**config.mk**
```make
export PLATFORM = sky130hd
export DESIGN_NAME = abspt_ctrl
export DESIGN_NICKNAME = d
export VERILOG_FILES = /design/src/hdl/abspt_pkg.sv /design/src/hdl/abspt_ctrl.sv /design/src/hdl/abspt_timer.sv
export SDC_FILE = /design/constraint.sdc
export NUM_CORES = 1
export LEC_CHECK = 0
export ABC_CLOCK_PERIOD_IN_PS = 3760
export BUFFER_PORTS_ARGS = -buffer_cell sky130_fd_sc_hd__buf_2
export CORE_UTILIZATION = 57
export DETAILED_ROUTE_END_ITERATION = 6
export PLACE_DENSITY = 0.88
export SLEW_MARGIN = 30
export SYNTH_ARGS = -nofsm -noshare
export SYNTH_HDL_FRONTEND = slang
export SYNTH_SLANG_ARGS = --single-unit
```
**constraint.sdc**
```tcl
create_clock -name clk_i -period 3.76 [get_ports clk_i]
set_clock_uncertainty 0.1 [all_clocks]
set_input_delay 0.94 -clock clk_i [delete_from_list [all_inputs] [get_ports clk_i]]
set_output_delay 0.94 -clock clk_i [all_outputs]
set_load 0.01 [all_outputs]
```
**src/hdl/abspt_pkg.sv**
```systemverilog
// Constants, register map and states of the absolute position transfer controller
package abspt_pkg;
  // Clock and time base
  localparam int CLK_PERIOD_NS = 10;
  localparam int NS_PER_MS     = 1000000;
  localparam int CYC_PER_MS    = NS_PER_MS / CLK_PERIOD_NS;
  localparam int MS_W          = 13;

  // Times in milliseconds
  localparam logic [MS_W-1:0] READ_DELAY_MS = 13'd10;
  localparam logic [MS_W-1:0] RETRY_OFF_MS  = 13'd20;
  localparam logic [MS_W-1:0] CLEAR_ON_MS   = 13'd100;
  localparam logic [MS_W-1:0] MODE_ON_MS    = 13'd5000;
  localparam logic [MS_W-1:0] REQ_ON_MS     = 13'd1000;
  localparam logic [MS_W-1:0] RTS_OFF_MS    = 13'd1000;

  // Transfer shape
  localparam logic [4:0] LAST_PAIR  = 5'd18;
  localparam logic [4:0] DATA_PAIRS = 5'd16;
  localparam logic [1:0] RETRIES    = 2'd3;

  // Register word offsets (byte addresses)
  localparam logic [7:0] ADR_CTRL  = 8'h00;
  localparam logic [7:0] ADR_STAT  = 8'h04;
  localparam logic [7:0] ADR_POS   = 8'h08;
  localparam logic [7:0] ADR_HOME  = 8'h0C;
  localparam logic [7:0] ADR_RAW   = 8'h10;
  localparam logic [7:0] ADR_CKSUM = 8'h14;

  // Control register bits
  localparam int CTRL_HOME_SET  = 0;
  localparam int CTRL_ERR_CLR   = 1;
  localparam int CTRL_TRQ_LIMIT = 2;

  typedef enum logic [3:0] {
    ABSPT_IDLE,
    ABSPT_MODE_WAIT,
    ABSPT_REQ,
    ABSPT_DELAY,
    ABSPT_REL,
    ABSPT_CHECK,
    ABSPT_RETRY_WAIT,
    ABSPT_DONE,
    ABSPT_FAULT
  } abspt_state_t;
endpackage : abspt_pkg

```
**src/hdl/abspt_ctrl.sv**
```systemverilog
// Host controller that fetches the absolute position from a servo amplifier
// Functional notes
// - Servo-on switch rising edge starts transfer
// - Held switch: start at power-on, run edge
// - Alarm clear or stop release restarts transfer
// - Servo-on asserted before any transfer begins
// - Checksum mismatch retries whole transfer, three max
// - Retries exhausted raise checksum error, stop
// - Time mode, request, ready-off; flag link error
// - Torque limiting kept off during transfer
// - No motion until transfer completes
// - Two bits per exchange into 32-bit value
// - Wait delay before sampling data lines
// - Mode held off for wait before retry
// - Pairs counted, data pairs summed, checksum compared
// - Deviation clear driven by controller output
// - Nineteen two-bit exchanges per transfer
// - Clear pulses 100 ms only for home set
module abspt_ctrl #(
  parameter int CYC_PER_MS = abspt_pkg::CYC_PER_MS
) (
  input  wire logic        clk_i,
  input  wire logic        rst_i,
  input  wire logic        wb_cyc_i,
  input  wire logic        wb_stb_i,
  input  wire logic        wb_we_i,
  input  wire logic [7:0]  wb_adr_i,
  input  wire logic [31:0] wb_dat_i,
  input  wire logic [3:0]  wb_sel_i,
  output logic [31:0]      wb_dat_o,
  output logic             wb_ack_o,
  input  wire logic        servo_on_switch_i,
  input  wire logic        run_i,
  input  wire logic        servo_alarm_i,
  input  wire logic        emergency_stop_i,
  input  wire logic        ready_to_send_in_i,
  input  wire logic        data_bit0_in_i,
  input  wire logic        data_bit1_in_i,
  output logic             servo_on_input_o,
  output logic             transfer_mode_out_o,
  output logic             transfer_request_out_o,
  output logic             checksum_error_out_o,
  output logic             link_error_out_o,
  output logic             deviation_clear_o,
  output logic             torque_limit_en_o,
  output logic             motion_enable_o,
  output logic             in_position_o,
  output logic             zero_speed_o,
  output logic             torque_limiting_o
);
  abspt_pkg::abspt_state_t state_r;
  logic [31:0] raw_pos_r;
  logic [31:0] cur_pos_r;
  logic [31:0] home_addr_r;
  logic [5:0]  checksum_sum_reg;
  logic [5:0]  cks_rx_r;
  logic [1:0]  pair_receive_buffer;
  logic [1:0]  retry_count_reg;
  logic [4:0]  pair_cnt_r;
  logic        cks_err_r;
  logic        link_err_r;
  logic        clr_r;
  logic        trq_req_r;
  logic        start_pend_r;
  logic        boot_r;
  logic        son_d_r;
  logic        run_d_r;
  logic        alm_d_r;
  logic        estop_d_r;
  logic [16:0] presc_r;
  logic        tick_r;
  logic        wb_hit;
  logic        home_set_cmd;
  logic        err_clr_cmd;
  logic        xfer;
  logic        start_evt;
  logic        read_delay_done;
  logic        retry_wait_done;
  logic        mode_to;
  logic        req_to;
  logic        rts_to;
  logic        clr_done;
  logic        timeout;
  logic        cks_ok;

  ////////////////////////////////////////////////////////////////////////////
  // Millisecond time base
  always_ff @(posedge clk_i) begin
    if (rst_i) begin
      presc_r <= '0;
      tick_r  <= 1'b0;
    end else if (presc_r == 17'(CYC_PER_MS - 1)) begin
      presc_r <= '0;
      tick_r  <= 1'b1;
    end else begin
      presc_r <= presc_r + 1'b1;
      tick_r  <= 1'b0;
    end
  end

  abspt_timer #(.W(abspt_pkg::MS_W)) u_read_delay_timer (
    .clk_i   (clk_i),
    .rst_i   (rst_i),
    .run_i   (state_r == abspt_pkg::ABSPT_DELAY),
    .tick_i  (tick_r),
    .limit_i (abspt_pkg::READ_DELAY_MS),
    .done_o  (read_delay_done)
  );

  abspt_timer #(.W(abspt_pkg::MS_W)) u_retry_off_wait_timer (
    .clk_i   (clk_i),
    .rst_i   (rst_i),
    .run_i   (state_r == abspt_pkg::ABSPT_RETRY_WAIT),
    .tick_i  (tick_r),
    .limit_i (abspt_pkg::RETRY_OFF_MS),
    .done_o  (retry_wait_done)
  );

  abspt_timer #(.W(abspt_pkg::MS_W)) u_mode_on_timer (
    .clk_i   (clk_i),
    .rst_i   (rst_i),
    .run_i   (transfer_mode_out_o),
    .tick_i  (tick_r),
    .limit_i (abspt_pkg::MODE_ON_MS),
    .done_o  (mode_to)
  );

  abspt_timer #(.W(abspt_pkg::MS_W)) u_req_on_timer (
    .clk_i   (clk_i),
    .rst_i   (rst_i),
    .run_i   (state_r == abspt_pkg::ABSPT_REQ),
    .tick_i  (tick_r),
    .limit_i (abspt_pkg::REQ_ON_MS),
    .done_o  (req_to)
  );

  abspt_timer #(.W(abspt_pkg::MS_W)) u_rts_off_timer (
    .clk_i   (clk_i),
    .rst_i   (rst_i),
    .run_i   (state_r == abspt_pkg::ABSPT_REL || state_r == abspt_pkg::ABSPT_MODE_WAIT),
    .tick_i  (tick_r),
    .limit_i (abspt_pkg::RTS_OFF_MS),
    .done_o  (rts_to)
  );

  abspt_timer #(.W(abspt_pkg::MS_W)) u_clear_on_timer (
    .clk_i   (clk_i),
    .rst_i   (rst_i),
    .run_i   (clr_r),
    .tick_i  (tick_r),
    .limit_i (abspt_pkg::CLEAR_ON_MS),
    .done_o  (clr_done)
  );

  assign timeout = mode_to || req_to || rts_to;
  assign cks_ok  = (checksum_sum_reg == cks_rx_r);

  ////////////////////////////////////////////////////////////////////////////
  // Wishbone slave
  assign wb_hit       = wb_cyc_i && wb_stb_i && !wb_ack_o;
  assign home_set_cmd = wb_hit && wb_we_i && wb_sel_i[0] && wb_adr_i == abspt_pkg::ADR_CTRL
                        && wb_dat_i[abspt_pkg::CTRL_HOME_SET];
  assign err_clr_cmd  = wb_hit && wb_we_i && wb_sel_i[0] && wb_adr_i == abspt_pkg::ADR_CTRL
                        && wb_dat_i[abspt_pkg::CTRL_ERR_CLR];

  always_ff @(posedge clk_i) begin
    if (rst_i) begin
      wb_ack_o <= 1'b0;
      wb_dat_o <= 32'h0000_0000;
    end else begin
      wb_ack_o <= wb_hit;
      if (wb_hit && !wb_we_i) begin
        case (wb_adr_i)
          abspt_pkg::ADR_CTRL:  wb_dat_o <= {29'h0000_0000, trq_req_r, 2'b00};
          abspt_pkg::ADR_STAT:  wb_dat_o <= {16'h0000, 3'b000, pair_cnt_r, retry_count_reg,
                                             state_r, link_err_r, cks_err_r};
          abspt_pkg::ADR_POS:   wb_dat_o <= cur_pos_r;
          abspt_pkg::ADR_HOME:  wb_dat_o <= home_addr_r;
          abspt_pkg::ADR_RAW:   wb_dat_o <= raw_pos_r;
          abspt_pkg::ADR_CKSUM: wb_dat_o <= {16'h0000, 2'b00, cks_rx_r, 2'b00, checksum_sum_reg};
          default:              wb_dat_o <= 32'h0000_0000;
        endcase
      end
    end
  end

  always_ff @(posedge clk_i) begin
    if (rst_i) begin
      home_addr_r <= 32'h0000_0000;
      trq_req_r   <= 1'b0;
    end else if (wb_hit && wb_we_i) begin
      if (wb_adr_i == abspt_pkg::ADR_HOME) begin
        for (int b = 0; b < 4; b++) begin
          if (wb_sel_i[b]) begin
            home_addr_r[8*b +: 8] <= wb_dat_i[8*b +: 8];
          end
        end
      end
      if (wb_adr_i == abspt_pkg::ADR_CTRL && wb_sel_i[0]) begin
        trq_req_r <= wb_dat_i[abspt_pkg::CTRL_TRQ_LIMIT];
      end
    end
  end

  ////////////////////////////////////////////////////////////////////////////
  // Start triggers
  always_ff @(posedge clk_i) begin
    if (rst_i) begin
      son_d_r   <= 1'b0;
      run_d_r   <= 1'b0;
      alm_d_r   <= 1'b0;
      estop_d_r <= 1'b0;
      boot_r    <= 1'b1;
    end else begin
      son_d_r   <= servo_on_switch_i;
      run_d_r   <= run_i;
      alm_d_r   <= servo_alarm_i;
      estop_d_r <= emergency_stop_i;
      boot_r    <= 1'b0;
    end
  end

  assign start_evt = (servo_on_switch_i && !son_d_r)
                     || (servo_on_switch_i && (boot_r || (run_i && !run_d_r)))
                     || (servo_on_switch_i && ((alm_d_r && !servo_alarm_i)
                         || (estop_d_r && !emergency_stop_i)));

  always_ff @(posedge clk_i) begin
    if (rst_i) begin
      start_pend_r <= 1'b0;
    end else if (start_evt) begin
      start_pend_r <= 1'b1;
    end else if (state_r == abspt_pkg::ABSPT_MODE_WAIT || !servo_on_switch_i) begin
      start_pend_r <= 1'b0;
    end
  end

  always_ff @(posedge clk_i) begin
    if (rst_i) begin
      servo_on_input_o <= 1'b0;
    end else begin
      servo_on_input_o <= servo_on_switch_i;
    end
  end

  ////////////////////////////////////////////////////////////////////////////
  // Transfer sequence
  always_ff @(posedge clk_i) begin
    if (rst_i) begin
      state_r                <= abspt_pkg::ABSPT_IDLE;
      transfer_mode_out_o    <= 1'b0;
      transfer_request_out_o <= 1'b0;
      pair_cnt_r             <= '0;
      retry_count_reg        <= abspt_pkg::RETRIES;
    end else begin
      case (state_r)
        abspt_pkg::ABSPT_IDLE, abspt_pkg::ABSPT_DONE: begin
          if (start_pend_r && servo_on_input_o) begin
            state_r             <= abspt_pkg::ABSPT_MODE_WAIT;
            transfer_mode_out_o <= 1'b1;
            retry_count_reg     <= abspt_pkg::RETRIES;
            pair_cnt_r          <= '0;
          end
        end
        abspt_pkg::ABSPT_MODE_WAIT: begin
          if (ready_to_send_in_i) begin
            state_r                <= abspt_pkg::ABSPT_REQ;
            transfer_request_out_o <= 1'b1;
          end
        end
        abspt_pkg::ABSPT_REQ: begin
          if (!ready_to_send_in_i) begin
            state_r <= abspt_pkg::ABSPT_DELAY;
          end
        end
        abspt_pkg::ABSPT_DELAY: begin
          if (read_delay_done) begin
            state_r                <= abspt_pkg::ABSPT_REL;
            transfer_request_out_o <= 1'b0;
          end
        end
        abspt_pkg::ABSPT_REL: begin
          if (ready_to_send_in_i) begin
            if (pair_cnt_r == abspt_pkg::LAST_PAIR) begin
              state_r <= abspt_pkg::ABSPT_CHECK;
            end else begin
              pair_cnt_r             <= pair_cnt_r + 1'b1;
              state_r                <= abspt_pkg::ABSPT_REQ;
              transfer_request_out_o <= 1'b1;
            end
          end
        end
        abspt_pkg::ABSPT_CHECK: begin
          transfer_mode_out_o <= 1'b0;
          if (cks_ok) begin
            state_r <= abspt_pkg::ABSPT_DONE;
          end else if (retry_count_reg != 2'b00) begin
            retry_count_reg <= retry_count_reg - 1'b1;
            state_r         <= abspt_pkg::ABSPT_RETRY_WAIT;
          end else begin
            state_r <= abspt_pkg::ABSPT_FAULT;
          end
        end
        abspt_pkg::ABSPT_RETRY_WAIT: begin
          if (retry_wait_done) begin
            state_r             <= abspt_pkg::ABSPT_MODE_WAIT;
            transfer_mode_out_o <= 1'b1;
            pair_cnt_r          <= '0;
          end
        end
        abspt_pkg::ABSPT_FAULT: begin
          if (err_clr_cmd) begin
            state_r <= abspt_pkg::ABSPT_IDLE;
          end
        end
        default: begin
          state_r <= abspt_pkg::ABSPT_IDLE;
        end
      endcase
      if (timeout) begin
        state_r                <= abspt_pkg::ABSPT_FAULT;
        transfer_mode_out_o    <= 1'b0;
        transfer_request_out_o <= 1'b0;
      end
    end
  end

  ////////////////////////////////////////////////////////////////////////////
  // Data and checksum assembly
  always_ff @(posedge clk_i) begin
    if (rst_i) begin
      pair_receive_buffer <= 2'b00;
      raw_pos_r           <= 32'h0000_0000;
      cks_rx_r            <= 6'h00;
      checksum_sum_reg    <= 6'h00;
    end else if (state_r == abspt_pkg::ABSPT_MODE_WAIT) begin
      cks_rx_r         <= 6'h00;
      checksum_sum_reg <= 6'h00;
    end else if (state_r == abspt_pkg::ABSPT_DELAY && read_delay_done) begin
      pair_receive_buffer <= {data_bit1_in_i, data_bit0_in_i};
      if (pair_cnt_r < abspt_pkg::DATA_PAIRS) begin
        raw_pos_r        <= {data_bit1_in_i, data_bit0_in_i, raw_pos_r[31:2]};
        checksum_sum_reg <= checksum_sum_reg + {4'h0, data_bit1_in_i, data_bit0_in_i};
      end else begin
        cks_rx_r <= {data_bit1_in_i, data_bit0_in_i, cks_rx_r[5:2]};
      end
    end
  end

  always_ff @(posedge clk_i) begin
    if (rst_i) begin
      cur_pos_r <= 32'h0000_0000;
    end else if (state_r == abspt_pkg::ABSPT_CHECK && cks_ok) begin
      cur_pos_r <= raw_pos_r + home_addr_r;
    end
  end

  ////////////////////////////////////////////////////////////////////////////
  // Error flags: a new error wins over a clear
  always_ff @(posedge clk_i) begin
    if (rst_i) begin
      cks_err_r  <= 1'b0;
      link_err_r <= 1'b0;
    end else begin
      if (state_r == abspt_pkg::ABSPT_CHECK && !cks_ok && retry_count_reg == 2'b00) begin
        cks_err_r <= 1'b1;
      end else if (err_clr_cmd) begin
        cks_err_r <= 1'b0;
      end
      if (timeout) begin
        link_err_r <= 1'b1;
      end else if (err_clr_cmd) begin
        link_err_r <= 1'b0;
      end
    end
  end

  ////////////////////////////////////////////////////////////////////////////
  // Clear pulse, motion and shared status outputs
  assign xfer = (state_r != abspt_pkg::ABSPT_IDLE) && (state_r != abspt_pkg::ABSPT_DONE)
                && (state_r != abspt_pkg::ABSPT_FAULT);

  always_ff @(posedge clk_i) begin
    if (rst_i) begin
      clr_r <= 1'b0;
    end else if (clr_done) begin
      clr_r <= 1'b0;
    end else if (home_set_cmd && state_r == abspt_pkg::ABSPT_DONE) begin
      clr_r <= 1'b1;
    end
  end

  always_ff @(posedge clk_i) begin
    if (rst_i) begin
      checksum_error_out_o <= 1'b0;
      link_error_out_o     <= 1'b0;
      deviation_clear_o    <= 1'b0;
      torque_limit_en_o    <= 1'b0;
      motion_enable_o      <= 1'b0;
      in_position_o        <= 1'b0;
      zero_speed_o         <= 1'b0;
      torque_limiting_o    <= 1'b0;
    end else begin
      checksum_error_out_o <= cks_err_r;
      link_error_out_o     <= link_err_r;
      deviation_clear_o    <= clr_r && !clr_done;
      torque_limit_en_o    <= trq_req_r && !xfer;
      motion_enable_o      <= state_r == abspt_pkg::ABSPT_DONE && servo_on_input_o;
      in_position_o        <= !transfer_mode_out_o && data_bit0_in_i;
      zero_speed_o         <= !transfer_mode_out_o && data_bit1_in_i;
      torque_limiting_o    <= !transfer_mode_out_o && ready_to_send_in_i;
    end
  end
endmodule // abspt_ctrl

```
**src/hdl/abspt_timer.sv**
```systemverilog
// Millisecond interval timer: counts ticks while running, flags reaching its limit
module abspt_timer #(
  parameter int W = 13
) (
  input  wire logic         clk_i,
  input  wire logic         rst_i,
  input  wire logic         run_i,
  input  wire logic         tick_i,
  input  wire logic [W-1:0] limit_i,
  output logic              done_o
);
  logic [W-1:0] cnt_r;
  logic         armed_r;

  // First tick only arms: a partial interval never counts
  always_ff @(posedge clk_i) begin
    if (rst_i || !run_i) begin
      cnt_r   <= '0;
      armed_r <= 1'b0;
    end else if (tick_i && !armed_r) begin
      armed_r <= 1'b1;
    end else if (tick_i && cnt_r != limit_i) begin
      cnt_r <= cnt_r + 1'b1;
    end
  end

  assign done_o = run_i && (cnt_r == limit_i);
endmodule // abspt_timer

```
==> results.rst <==
.. list-table::
   :header-rows: 1

   * - Metric
     - Value
   * - Result of the run
     - finished clean
   * - Starting density of the core
     - roughly 59%
   * - Via count
     - 12,200
   * - Worst ir drop on vdd
     - approximately 0.40 mV
   * - Die span in y
     - around 160 µm
   * - CTS tree
     - yes
   * - Sw Ratio
     - 23.5%
   * - Final min period
     - a little over 3 ns
   * - Worst hold slack
     - roughly 0.35 ns
   * - Share of synthesized registers carrying an async set or reset
     - 0%
   * - Internal power summed over all cells
     - a little under 0.005 W
   * - PostCTS Resize Cnt
     - 0
   * - Most used flip-flop cell after synthesis
     - dfxtp_1
   * - Part of the Yosys area used for sequential elements
     - roughly two fifths
   * - Maximum number of pins on one net before global-route repair
     - 88
   * - Cts hold-fix bufs
     - 0
   * - Fraction of power consumed by combinational cells
     - 6.6%
   * - Setup repair after global routing missed its margin
     - no
   * - H-tree depth
     - 1
   * - Remaining global-route overflow
     - 0
   * - HPWL after detailed placement
     - approximately 24,000 µm
   * - Initial DRT Pass Iterations
     - 5
   * - Number of endpoints with negative hold slack in the final report
     - 0
   * - Setup crit start
     - home_addr_r[0]$_SDFFE_PP0P_
   * - Setup Total Neg Slack
     - 0 ns
   * - Class of the tightest hold or removal check
     - flop to flop
   * - ANT nets after route
     - 0
   * - Yosys reg bits
     - 274
   * - Library cell with the largest summed area after synthesis
     - dfxtp_1
   * - Critical path required time
     - roughly 4 ns
   * - Initial DRC Count
     - between 1,000 and 1,500
   * - Mean cell area of the mapped netlist
     - between 8 and 9 µm²
   * - Source-to-sink clock delay at the later pin of the worst-skew pair
     - 0.55 ns
   * - # DRC
     - 0
   * - Cells along the critical path
     - ha_1 > fa_1 > a21oi_2 > o211a_1 > or3_4 > a311oi_4 > nand2_2 > o311a_1 > a211o_1
   * - Largest fanout of any net on the critical path
     - 8
   * - Worst-margin pin slew
     - 0.925 ns
   * - Worst reg2reg path startpoint
     - home_addr_r[0]$_SDFFE_PP0P_
   * - P_sw
     - around 0.0015 W
   * - P per Cell Area
     - around 420 nW/µm²
   * - Nets
     - 1,821
   * - Layout-stage area growth over the synthesis result
     - 12.7%
   * - Fraction of power consumed by the clock network
     - a little under half
   * - Leading post-synthesis cells by instance count
     - 274 x dfxtp_1, 238 x nand2_1, 200 x nor2_1, 151 x a21oi_1, 81 x nand3_1
   * - Core area
     - about 23,000 µm²
   * - Synthesized Nets
     - roughly 1,800
   * - Number of flops mapped to enable cells by yosys
     - 0
   * - CP startpoint kind
     - flop
   * - Routed via count divided by cell count
     - roughly 6
   * - Category of the most critical setup path
     - flop to flop
   * - Root buf cell
     - clkbuf_16
   * - Number of global-route vias before repair
     - approximately 11,000
   * - Floorplan die width
     - between 150 and 200 µm
   * - Max-cap violations
     - 0
   * - Post-route worst setup slack
     - between 0.6 and 0.7 ns
   * - Count of buffers added by post-CTS timing repair for setup
     - 0
   * - Leakage Power
     - just under 6 nW
   * - Instance count of the mapped netlist
     - approximately 1,700
   * - Post-route non-filler standard cell count
     - between 2,000 and 2,500
   * - Clock buffer depth
     - 3
   * - Routed wire length
     - between 30,000 and 40,000 µm
   * - Fmax achieved
     - 323 MHz
   * - Signal arrival time at the worst endpoint
     - ~3.4 ns
   * - Number of placed instances, taps included
     - 1,997
   * - Post-synth cell types
     - between 70 and 80
   * - Die ar.
     - ~24,000 µm²
   * - Sequential Power Share
     - 46.6%
   * - Layout Cell Area excl Fill
     - approximately 15,000 µm²
   * - Worst setup timing slack at the placement stage
     - roughly 0.34 ns
   * - Row count
     - between 50 and 60
   * - Delay of the slowest cell on the worst path
     - 0.54 ns
   * - Slew margin rel.
     - a little under two fifths
   * - Total I/O pin count
     - 100
   * - Netlist Area Pre-Place
     - 13,500 µm²
   * - Inserted Clock Buffers
     - 28
   * - Port bufs
     - ~100
   * - Number of synthesis warnings
     - 0
   * - Number of antenna violations at the first check in global routing
     - 0
   * - Total inserted antenna cells
     - 0
   * - Global routing usage summed across all routing layers
     - roughly 28%
   * - Final-report max-slew violation count
     - 0
   * - Global-route wire length before repair
     - ~56,000 µm
   * - Final estimated routing congestion in global placement
     - ~0.94
   * - Clock slew seen by the registers of the worst setup and hold paths
     - ~0.060 ns
   * - Cell with the most instances after synthesis
     - dfxtp_1
   * - Cell at the slowest stage of the critical path
     - a311oi_4
   * - TritonCTS Sinks
     - ~270
   * - Crit. End Element
     - flop
   * - Top cells by area in the synthesized netlist
     - dfxtp_1 41%, nand2_1 6.6%, a21oi_1 5.6%
   * - Share of the cycle needed by the critical path after routing
     - approximately 82%
   * - Top-area cell type share of the netlist area
     - between 40 and 50%
   * - Routed wirelength normalized by instance count
     - between 15 and 20 µm
   * - Startpoint of the most critical hold path
     - cur_pos_r[4]$_SDFFE_PP0P_
   * - Layout cells sized above 1
     - 11.6%
   * - Placed Area
     - 14,200 µm²
   * - Final setup violating endpoints
     - 0
==> power by group through the flow <==
stage	sequential [W]	combinational, W	clock [W]
final	0.00300	0.000423	0.00302
after global routing	0.00300	0.000458	0.00318
after CTS	0.00299	0.000413	0.00305
after detailed placement	0.00306	0.000410	0
after global placement	0.00306	0.000400	0
after floorplan	0.00303	0.000308	0
==> cells in the final DEF (no fill, tap or decap), drive strengths merged, types with 6 or more instances in the layout <==
cell      n
a211oi   13
a21o     13
a21oi   152
a221o    11
a222oi   10
a22oi    43
a31oi     8
and3     32
buf     115
bufinv    6
clkbuf   35
clkinv    8
dfxtp   274
ha       49
inv      44
mux2     12
mux2i    26
nand2   239
nand2b   25
nand3    81
nand3b    8
nand4    23
nor2    200
nor2b    14
nor3     24
nor3b     6
nor4b     6
o211ai    8
o21ai    46
or2       6
or3      25
xnor2    30
xor2     70
==> kinds of logic (layout without fill, tap and decap cells) <==
group                      count (synthesis)  in the layout  share of synthesized area, %
and+or+nand+nor                          719            719                          25.1
buffers and inverters                    129            209                          3.71
xor gates and xnor gates                 100            100                          6.49
AOI/OAI and AO/OA                        343            343                          16.2
muxes                                     39             39                          3.09
DFF                                      274            274                          40.6
adders and majority gates                 51             51                          4.84
==> layout make-up <==
class	instances	area, µm²
sequential	274	5490
clock buffer	35	757
tap	313	392
fill	1874	7700
timing repair buffer	115	631
clock inverter	16	255
multi-input combinational	1252	7540
inverter	43	161
==> path summary, 6_finish.rpt <==
check	endpoint	slack, ns	cells after the start
max	cur_pos_r[30]$_SDFFE_PP0P_	0.67	9
min	cur_pos_r[4]$_SDFFE_PP0P_	0.35	2
max reg2reg	cur_pos_r[30]$_SDFFE_PP0P_	0.67	9
min reg2reg	cur_pos_r[4]$_SDFFE_PP0P_	0.35	2
==> per-layer routing <==
metal / part of all wire [%] / wire, µm / vias to the layer above / GRT usage, %
met2: 47 / 16200 / 504 / 47.3
met4: 3.2 / 1110 / 0 / 11.3
met5: 0 / 0 / - / 0
met1: 43 / 14800 / 5738 / 37.0
met3: 7.4 / 2580 / 90 / 3.86
li1: - / - / 5906 / -
==> per-stage QoR <==
stage | util [%] | power, W
global placement | 62.0 | 0.00346
global route | 66.4 | 0.00663
floorplan | - | 0.00333
detailed placement | 62.0 | 0.00347
CTS | 66.4 | 0.00646
finish | 66.4 | 0.00644
==> worst max-delay path: cells and delay by family, from the launching register on <==
family / cells / cell delay (ns)
simple gates: 2 / 0.51
compound gates: 5 / 1.47
fa+ha+maj: 2 / 0.52
flops: 1 / 0.37
(Power assumes the default switching activity.)
